`src/hdl/domd_pkg.sv`:
```
// Purpose: shared constants and types for the dual opcode map decoder
// Assumes: byte-wide opcode stream from fetch, one byte per cycle at most
// Notes:   region and register encodings used by decoder and address unit
package domd_pkg;
   localparam logic [7:0]  ESCAPE_PREFIX     = 8'ha5;
   localparam logic [7:0]  EXT_FIRST_VALID   = 8'h06;
   localparam logic [7:0]  LEGACY_DIRECT_SFR = 8'h80;
   localparam logic [7:0]  REGION_ZERO       = 8'h00;
   localparam logic [8:0]  SFR_SPACE_LAST    = 9'h1ff;
   localparam logic [5:0]  DWORD_DED_LOW     = 6'h38;
   localparam logic [5:0]  DWORD_DED_HIGH    = 6'h3c;
   localparam logic [5:0]  DWORD_GEN_LAST    = 6'h1c;
   localparam logic [5:0]  WORD_LAST         = 6'h1e;
   localparam logic [5:0]  BANKED_BYTE_LAST  = 6'h07;
   localparam logic [5:0]  BANKED_WORD_LAST  = 6'h06;
   localparam logic [5:0]  BANKED_DWORD_LAST = 6'h02;
   localparam logic [1:0]  BANK_RESET        = 2'h0;
   localparam logic [3:0]  PREFIX_EXTRA_STATE = 4'h1;
   localparam logic [3:0]  SLOW_ACCESS_STATE  = 4'h1;

   typedef enum logic [1:0] {
      MAP_LEGACY_FIRST = 2'h0,
      MAP_EXT_FIRST    = 2'h1
   } domd_map_type;

   typedef enum logic [2:0] {
      GRP_LEGACY_LOW  = 3'h0,
      GRP_LEGACY_HIGH = 3'h1,
      GRP_EXTENSION   = 3'h2,
      GRP_INVALID     = 3'h3
   } domd_group_type;

   typedef enum logic [1:0] {
      WID_BIT   = 2'h0,
      WID_BYTE  = 2'h1,
      WID_WORD  = 2'h2,
      WID_DWORD = 2'h3
   } domd_width_type;

   typedef enum logic [2:0] {
      AM_REGISTER  = 3'h0,
      AM_IMMEDIATE = 3'h1,
      AM_DIRECT    = 3'h2,
      AM_INDIRECT  = 3'h3,
      AM_DISPLACE  = 3'h4,
      AM_RELATIVE  = 3'h5
   } domd_amode_type;

   typedef enum logic [1:0] {
      RK_SHORT_BYTE = 2'h0,
      RK_WIDE_BYTE  = 2'h1,
      RK_WORD       = 2'h2,
      RK_DWORD      = 2'h3
   } domd_regkind_type;
endpackage

```
`src/hdl/domd_addr_unit.sv`:
```
// Purpose: operand address forming for the dual opcode map decoder
// Assumes: base register contents supplied by the register file
// Notes:   combinational; the main decoder registers the result
`timescale 1ns/1ps
module domd_addr_unit (
   input  wire domd_pkg::domd_amode_type amode,
   input  wire logic                     legacy_op,
   input  wire logic [23:0]              direct_addr,
   input  wire logic [23:0]              base_reg_value,
   input  wire logic [23:0]              offset,
   input  wire logic [23:0]              next_pc,
   output logic      [23:0]              eff_addr,
   output logic                          to_sfr_space
);
   import domd_pkg::*;

   always_comb begin
      eff_addr     = direct_addr;
      to_sfr_space = 1'b0;
      case (amode)
         AM_DIRECT: begin
            if (legacy_op) begin
               to_sfr_space = direct_addr[7:0] >= LEGACY_DIRECT_SFR;
               eff_addr     = {16'h0000, direct_addr[7:0]};
            end else begin
               to_sfr_space = direct_addr[23];
               eff_addr     = direct_addr[23] ? {15'h0000, direct_addr[8:0]} : direct_addr;
            end
         end
         AM_INDIRECT: eff_addr = base_reg_value;
         AM_DISPLACE: eff_addr = base_reg_value + offset;
         AM_RELATIVE: eff_addr = next_pc + offset;
         default: eff_addr = direct_addr;
      endcase
   end
endmodule

```
`src/hdl/domd_decoder.sv`:
```
// Purpose: opcode map, register index and addressing mode decoder
// Assumes: fetch presents one code byte per valid cycle; ready is always taken
// Notes:   per-opcode tables are outside this block; groups only are decoded
`timescale 1ns/1ps
module domd_decoder (
   input  wire  logic                       clk_sys,
   input  wire  logic                       rst_b,
   input  wire  logic                       cfg_ext_first,
   input  wire  logic                       byte_valid,
   input  wire  logic [7:0]                 code_byte,
   input  wire  logic                       prefix_extra_fetch,
   input  wire  logic                       slow_access,
   input  wire  logic                       io_port_register,
   input  wire  logic [7:0]                 program_status_word_main,
   input  wire  logic [7:0]                 program_status_word_ext,
   input  wire  domd_pkg::domd_regkind_type dst_kind,
   input  wire  logic [5:0]                 dst_field,
   input  wire  domd_pkg::domd_regkind_type src_kind,
   input  wire  logic [5:0]                 src_field,
   input  wire  domd_pkg::domd_width_type   op_width,
   input  wire  domd_pkg::domd_amode_type   amode,
   input  wire  logic [23:0]                direct_addr,
   input  wire  logic [23:0]                base_reg_value,
   input  wire  logic [23:0]                offset,
   input  wire  logic [23:0]                next_pc,
   output logic                             byte_ready,
   output logic                             insn_valid_q,
   output domd_pkg::domd_group_type         insn_group_q,
   output logic [7:0]                       insn_opcode_q,
   output logic                             insn_prefixed_q,
   output logic                             insn_invalid_q,
   output logic [3:0]                       extra_states_q,
   output logic [5:0]                       dst_reg_q,
   output logic [5:0]                       src_reg_q,
   output logic                             dst_banked_q,
   output logic                             src_banked_q,
   output logic [1:0]                       bank_sel_q,
   output logic                             reg_index_err_q,
   output domd_pkg::domd_width_type         width_q,
   output logic [5:0]                       width_bits_q,
   output logic [23:0]                      eff_addr_q,
   output logic [7:0]                       eff_region_q,
   output logic                             to_sfr_space_q
);
   import domd_pkg::*;

   typedef enum logic [1:0] {
      ST_OPCODE  = 2'b01,
      ST_ESCAPED = 2'b10
   } domd_state_type;

   domd_state_type state_q;
   domd_map_type   map_q;
   logic           map_latched_q;
   domd_group_type group_d;
   logic           take_opcode;
   logic [23:0]    eff_addr;
   logic           to_sfr_space;
   logic [5:0]     dst_reg_d;
   logic [5:0]     src_reg_d;
   logic           dst_err;
   logic           src_err;

   ////////////////////////////////////////////////////////////////////////
   // register index decode, shared by destination and source fields
   function automatic logic [6:0] reg_decode(input domd_regkind_type kind,
                                             input logic [5:0] field);
      logic [5:0] idx;
      logic       err;
      idx = 6'h00;
      err = 1'b0;
      case (kind)
         RK_SHORT_BYTE: idx = {3'h0, field[2:0]};
         RK_WIDE_BYTE: idx = {2'h0, field[3:0]};
         RK_WORD: begin
            idx = {field[4:0], 1'b0};
            err = field[5];
         end
         RK_DWORD: begin
            idx = field;
            err = field[1:0] != 2'h0 ||
                  (field > DWORD_GEN_LAST && field != DWORD_DED_LOW &&
                   field != DWORD_DED_HIGH);
         end
         default: idx = 6'h00;
      endcase
      reg_decode = {err, idx};
   endfunction

   // columns x0h-x5h decode alike in both maps, so 14h never needs the escape
   function automatic logic low_column(input logic [7:0] b);
      low_column = b[3:0] < EXT_FIRST_VALID[3:0];
   endfunction

   function automatic logic is_banked(input domd_regkind_type kind,
                                      input logic [5:0] idx);
      case (kind)
         RK_SHORT_BYTE: is_banked = 1'b1;
         RK_WIDE_BYTE:  is_banked = idx <= BANKED_BYTE_LAST;
         RK_WORD:       is_banked = idx <= BANKED_WORD_LAST;
         RK_DWORD:      is_banked = idx <= BANKED_DWORD_LAST;
         default:       is_banked = 1'b0;
      endcase
   endfunction

   assign {dst_err, dst_reg_d} = reg_decode(dst_kind, dst_field);
   assign {src_err, src_reg_d} = reg_decode(src_kind, src_field);

   ////////////////////////////////////////////////////////////////////////
   // map selection, taken once after reset release
   // map fixed after configuration
   always_ff @(posedge clk_sys or negedge rst_b) begin
      if (!rst_b) begin
         map_q         <= MAP_LEGACY_FIRST;
         map_latched_q <= 1'b0;
      end else if (!map_latched_q) begin
         map_q         <= cfg_ext_first ? MAP_EXT_FIRST : MAP_LEGACY_FIRST;
         map_latched_q <= 1'b1;
      end
   end

   // stall first byte until the map is latched, so no byte sees a changing map
   assign byte_ready  = map_latched_q;
   assign take_opcode = byte_valid && map_latched_q;

   ////////////////////////////////////////////////////////////////////////
   // opcode group decode
   always_comb begin
      group_d = GRP_LEGACY_LOW;
      if (state_q == ST_ESCAPED) begin
         if (low_column(code_byte) || code_byte == ESCAPE_PREFIX) begin
            group_d = GRP_INVALID;
         end else if (map_q == MAP_LEGACY_FIRST) begin
            group_d = GRP_EXTENSION;
         end else begin
            group_d = GRP_LEGACY_HIGH;
         end
      end else if (low_column(code_byte)) begin
         // low columns same in both maps
         group_d = GRP_LEGACY_LOW;
      end else begin
         group_d = (map_q == MAP_LEGACY_FIRST) ? GRP_LEGACY_HIGH : GRP_EXTENSION;
      end
   end

   always_ff @(posedge clk_sys or negedge rst_b) begin
      if (!rst_b) begin
         state_q <= ST_OPCODE;
      end else if (take_opcode) begin
         case (state_q)
            ST_OPCODE: begin
               if (code_byte == ESCAPE_PREFIX) begin
                  state_q <= ST_ESCAPED;
               end
            end
            ST_ESCAPED: state_q <= ST_OPCODE;
            default: state_q <= ST_OPCODE;
         endcase
      end
   end

   ////////////////////////////////////////////////////////////////////////
   // instruction result registers
   always_ff @(posedge clk_sys or negedge rst_b) begin
      if (!rst_b) begin
         insn_valid_q    <= 1'b0;
         insn_group_q    <= GRP_LEGACY_LOW;
         insn_opcode_q   <= 8'h00;
         insn_prefixed_q <= 1'b0;
         insn_invalid_q  <= 1'b0;
      end else begin
         insn_valid_q <= take_opcode &&
                         !(state_q == ST_OPCODE && code_byte == ESCAPE_PREFIX);
         if (take_opcode && !(state_q == ST_OPCODE && code_byte == ESCAPE_PREFIX)) begin
            insn_group_q    <= group_d;
            insn_opcode_q   <= code_byte;
            insn_prefixed_q <= state_q == ST_ESCAPED;
            insn_invalid_q  <= group_d == GRP_INVALID;
         end
      end
   end

   // extra states: prefix fetch, slow targets and port registers add time
   always_ff @(posedge clk_sys or negedge rst_b) begin
      if (!rst_b) begin
         extra_states_q <= 4'h0;
      end else if (take_opcode) begin
         extra_states_q <= ((state_q == ST_ESCAPED && prefix_extra_fetch) ?
                            PREFIX_EXTRA_STATE : 4'h0) +
                           ((slow_access || io_port_register) ? SLOW_ACCESS_STATE : 4'h0);
      end
   end

   ////////////////////////////////////////////////////////////////////////
   // operand decode registers
   always_ff @(posedge clk_sys or negedge rst_b) begin
      if (!rst_b) begin
         dst_reg_q       <= 6'h00;
         src_reg_q       <= 6'h00;
         dst_banked_q    <= 1'b0;
         src_banked_q    <= 1'b0;
         bank_sel_q      <= BANK_RESET;
         reg_index_err_q <= 1'b0;
         width_q         <= WID_BYTE;
         width_bits_q    <= 6'h08;
      end else if (take_opcode) begin
         dst_reg_q       <= dst_reg_d;
         src_reg_q       <= src_reg_d;
         dst_banked_q    <= is_banked(dst_kind, dst_reg_d);
         src_banked_q    <= is_banked(src_kind, src_reg_d);
         bank_sel_q      <= program_status_word_main[4:3] | program_status_word_ext[4:3];
         reg_index_err_q <= dst_err || src_err;
         width_q         <= op_width;
         case (op_width)
            WID_BIT:   width_bits_q <= 6'h01;
            WID_BYTE:  width_bits_q <= 6'h08;
            WID_WORD:  width_bits_q <= 6'h10;
            WID_DWORD: width_bits_q <= 6'h20;
            default:   width_bits_q <= 6'h08;
         endcase
      end
   end

   domd_addr_unit u_addr (
      .amode          (amode),
      .legacy_op      (group_d != GRP_EXTENSION),
      .direct_addr    (direct_addr),
      .base_reg_value (base_reg_value),
      .offset         (offset),
      .next_pc        (next_pc),
      .eff_addr       (eff_addr),
      .to_sfr_space   (to_sfr_space)
   );

   always_ff @(posedge clk_sys or negedge rst_b) begin
      if (!rst_b) begin
         eff_addr_q     <= 24'h000000;
         eff_region_q   <= REGION_ZERO;
         to_sfr_space_q <= 1'b0;
      end else if (take_opcode) begin
         eff_addr_q     <= eff_addr;
         eff_region_q   <= to_sfr_space ? REGION_ZERO : eff_addr[23:16];
         to_sfr_space_q <= to_sfr_space;
      end
   end
endmodule

```
`config.mk`:
```
export PLATFORM = sky130hd
export DESIGN_NAME = domd_decoder
export DESIGN_NICKNAME = d
export VERILOG_FILES = /design/src/hdl/domd_pkg.sv /design/src/hdl/domd_addr_unit.sv /design/src/hdl/domd_decoder.sv
export SDC_FILE = /design/constraint.sdc
export NUM_CORES = 1
export LEC_CHECK = 0
export ABC_AREA = 0
export BUFFER_PORTS_ARGS = -buffer_cell sky130_fd_sc_hd__buf_2
export CAP_MARGIN = 20
export CORE_MARGIN = 8
export CORE_UTILIZATION = 49
export DETAILED_ROUTE_END_ITERATION = 8
export PLACE_DENSITY = 0.92
export SLEW_MARGIN = 20
export SYNTH_ARGS = -nofsm -noshare
export SYNTH_HDL_FRONTEND = slang
export SYNTH_HIERARCHICAL = 1
export SYNTH_SLANG_ARGS = --single-unit
```
`constraint.sdc`:
```
create_clock -name clk_sys -period 2.63 [get_ports clk_sys]
set_input_delay 0 -clock clk_sys [delete_from_list [all_inputs] [get_ports clk_sys]]
set_output_delay 0 -clock clk_sys [all_outputs]
set_load 0.01 [all_outputs]
```
==> flow_summary.json <==
{
  "cts_buffers": 9,
  "portBuffers": 207,
  "synth.area.top_cells": "dfrtp_1, nand2_1, mux2_2",
  "critPathTopFamily": "compound AO/OA/AOI/OAI gates",
  "r2r_setup_slack_ns": 0.20,
  "cts.path.max_buffers": 2,
  "synth_top_family_by_area": "compound AO/OA/AOI/OAI gates",
  "start_kind": "input port",
  "synth_seq_cells": 75,
  "hold_path_class": "in -> reg",
  "grt_pass1_vias": 5770,
  "setup_viol": 0,
  "async_flop_share_pct": 100,
  "status": "complete, no violations",
  "drive_above_1_share_pct": 39.1,
  "path_cells": "buf_2 > inv_4 > nor2_4 > nand2_2 > buf_4 > buf_12 > mux2_2 > ha_1 > and4_1 > nand3_1 > a21oi_2 > a211oi_4 > o31ai_2 > xnor2_1 > o21ai_1 > nand3b_1 > nand2_1",
  "synth_most_common_cell": "nand2_1",
  "yosysTopAreaCell": "dfrtp_1",
  "clk_latency_ns": 0.34,
  "power.total_mw": 3.60,
  "crit_path_max_fanout": 11,
  "dp.cells": 1012,
  "yosysWarnings": 6,
  "clkTransAtPathRegs_ns": 0.07,
  "path_class": "in -> reg",
  "period_share_pct": 95.1,
  "drt_iter0_drc": 501,
  "yosysSeqAreaShare_pct": 34.8,
  "crit_path_max_incr_delay_ns": 0.36,
  "remaining_drc_errors": 0,
  "cts_sinks": 75,
  "syn2layout_area_growth_pct": 38.3,
  "num-nets-final": 1085,
  "overflow": 0,
  "post-route-min-period_ns": 2.50,
  "synth_common_cells": "nand2_1, dfrtp_1, o21ai_0",
  "dieHeight_um": 121,
  "grt_use_total_pct": 24.1,
  "ir_worst_vdd_mv": 0.344,
  "core_um2": 10800,
  "dr.pass1.iters": 5,
  "max_slew_margin_pct": 27.6,
  "fin_area_um2": 7470,
  "synth-xor-area-share_pct": 3.73,
  "syn_area_um2": 5400,
  "antenna_left": 0,
  "n_antenna_cell": 0,
  "hpwl_mm": 14.0,
  "synth_edf_count": 0,
  "viasPerCell": 5.38,
  "root_buffer": "clkbuf_8",
  "p_per_area_nw_per_um2": 482,
  "drt-total-wl_mm": 18.1,
  "synthMuxAreaShare_pct": 10.8,
  "synth-compound-area-share_pct": 20.2,
  "hold_viol_final": 0,
  "drt-wirelength-per-cell_um": 17.1,
  "cp.required_ns": 2.86,
  "syn_avg_cell_area_um2": 8.59,
  "synth.distinct_cells": 68,
  "drv_cap": 0,
  "placed_area_um2": 7010,
  "cp_data_arrival_time_ns": 2.73,
  "slowest_stage": "o31ai_2",
  "ys.flop_type": "dfrtp_1",
  "fmax_ghz": 0.400,
  "slew_viol_final": 0,
  "pin_count": 225,
  "num_vias": 5678,
  "die-area_um2": 14600,
  "cp-end-kind": "flop",
  "dieWidth_um": 121,
  "grt_setup_unrepaired": "false",
  "final_cells": 1055,
  "grt_pass1_wl_mm": 28.6,
  "cts_max_level": 3,
  "critPathBufInv": 4,
  "synth_top_cell_area_share_pct": 33.4,
  "cts_tree": "built",
  "rows": 38,
  "p_leak_nw": 3.92,
  "max_slew.worst_pin.slew_ns": 1.08,
  "antenna_found_initial": 1,
  "start_util_pct": 50.0,
  "synthSimpleGateAreaFrac_pct": 19.5,
  "skew_ns": 0.00519,
  "grt_max_degree": 76,
  "synth_fa_ha_area_share_pct": 6.39,
  "routabilityCongestion": 0.951,
  "syn_inst": 629
}
-- per-stage QoR --
stage | setup WS [ns] | hold slack [ns] | utilization, % | setup TNS, ns
2_1_floorplan | -0.172 | -0.296 | - | -0.511
3_3_place_gp | -0.186 | 0.185 | 64.9 | -1.39
3_5_place_dp | -0.182 | 0.191 | 64.9 | -2.02
4_1_cts | 0.169 | 0.00518 | 69.0 | 0
5_1_grt | 0.0120 | 0.0348 | 69.2 | 0
6_report | 0.129 | 0.0319 | 69.2 | 0
-- repair_timing --
action	CTS	global route
gates resized for setup	0	4
endpoints found under the setup margin	0	4
endpoints found under the hold margin	101	0
buffers inserted	0	0
hold buffers	27	0
-- cells in the final DEF (no fill, tap or decap), drive strengths merged, types with 3 or more instances in the layout --
cell	count
buf	275
nand2	168
dfrtp	72
o21ai	51
mux2	36
a21oi	33
dlygate4sd3	27
ha	26
xnor2	18
inv	18
nor2	17
mux2i	16
a22oi	14
clkbuf	14
nand3	12
a21o	12
nand3b	10
o211ai	7
and2	7
conb	6
o21bai	5
xor2	5
o31ai	5
nor2b	4
o21a	4
nor3	4
a211o	3
dfstp	3
nand4	3
a31oi	3
-- per-layer routing --
metal / global-route usage, % / routed length, µm / part of all wire (%)
met1: 28.8 / 7390 / 41
met2: 42.4 / 9160 / 51
met3: 4.05 / 1160 / 6.4
met4: 8.59 / 372 / 2.1
met5: 0 / 12 / 0.066
-- registers in the layout, indices dropped and copies added (netlist names), 4 cells and up --
signal and cells:
src_reg_q 6, eff_region_q 8, dst_reg_q 6, width_bits_q 4
eff_addr_q 24, insn_opcode_q 8
-- final timing paths --
path | depth (start not counted) | from | end
worst min register to register | 2 | width_bits_q[3]$_DFFE_PN1P_ | width_bits_q[3]$_DFFE_PN1P_
min in group asynchronous | 2 | rst_b | insn_opcode_q[5]$_DFFE_PN0P_
worst min-delay path | 5 | direct_addr[19] | eff_addr_q[19]$_DFFE_PN0P_
worst max-delay path | 17 | amode[2] | eff_region_q[5]$_DFFE_PN0P_
max in group asynchronous | 2 | rst_b | eff_addr_q[18]$_DFFE_PN0P_
worst max register to register | 12 | state_q[0]$_DFFE_PN1P_ | eff_addr_q[14]$_DFFE_PN0P_
-- where the power goes --
part           switching, mW  leakage (nW)  total (mW)  internal, mW
clock network          0.388        0.0905       0.781         0.393
registers             0.0873         0.932        1.40          1.31
logic                  0.745          2.90        1.42         0.674
total                   1.22          3.92        3.60          2.38
-- cell families (layout without fill, tap and decap cells) --
group,Yosys count,in the layout
and+or+nand+nor,238,238
other,2,6
xor gates and xnor gates,23,23
muxes,52,52
adders and majority gates,27,27
DFF,75,75
buffers and inverters,54,336
AOI/OAI and AO/OA,158,158
-- tightest hold or removal path, stage by stage --
cell and delay [ns]:
buf_2 0.09, a22oi_1 0.08, o21ai_2 0.07, nand2_1 0.05, nand2_1 0.05
-- area by class of cell --
class | count | area, µm²
Sequential cell | 75 | 1880
Clock inverter | 2 | 10.0
Tap cell | 140 | 175
Inverter | 18 | 70.1
Timing Repair Buffer | 302 | 1830
Fill cell | 873 | 3330
Clock buffer | 14 | 163
Multi-Input combinational cell | 504 | 3340
No activity file was read; power rests on OpenSTA's default activity.
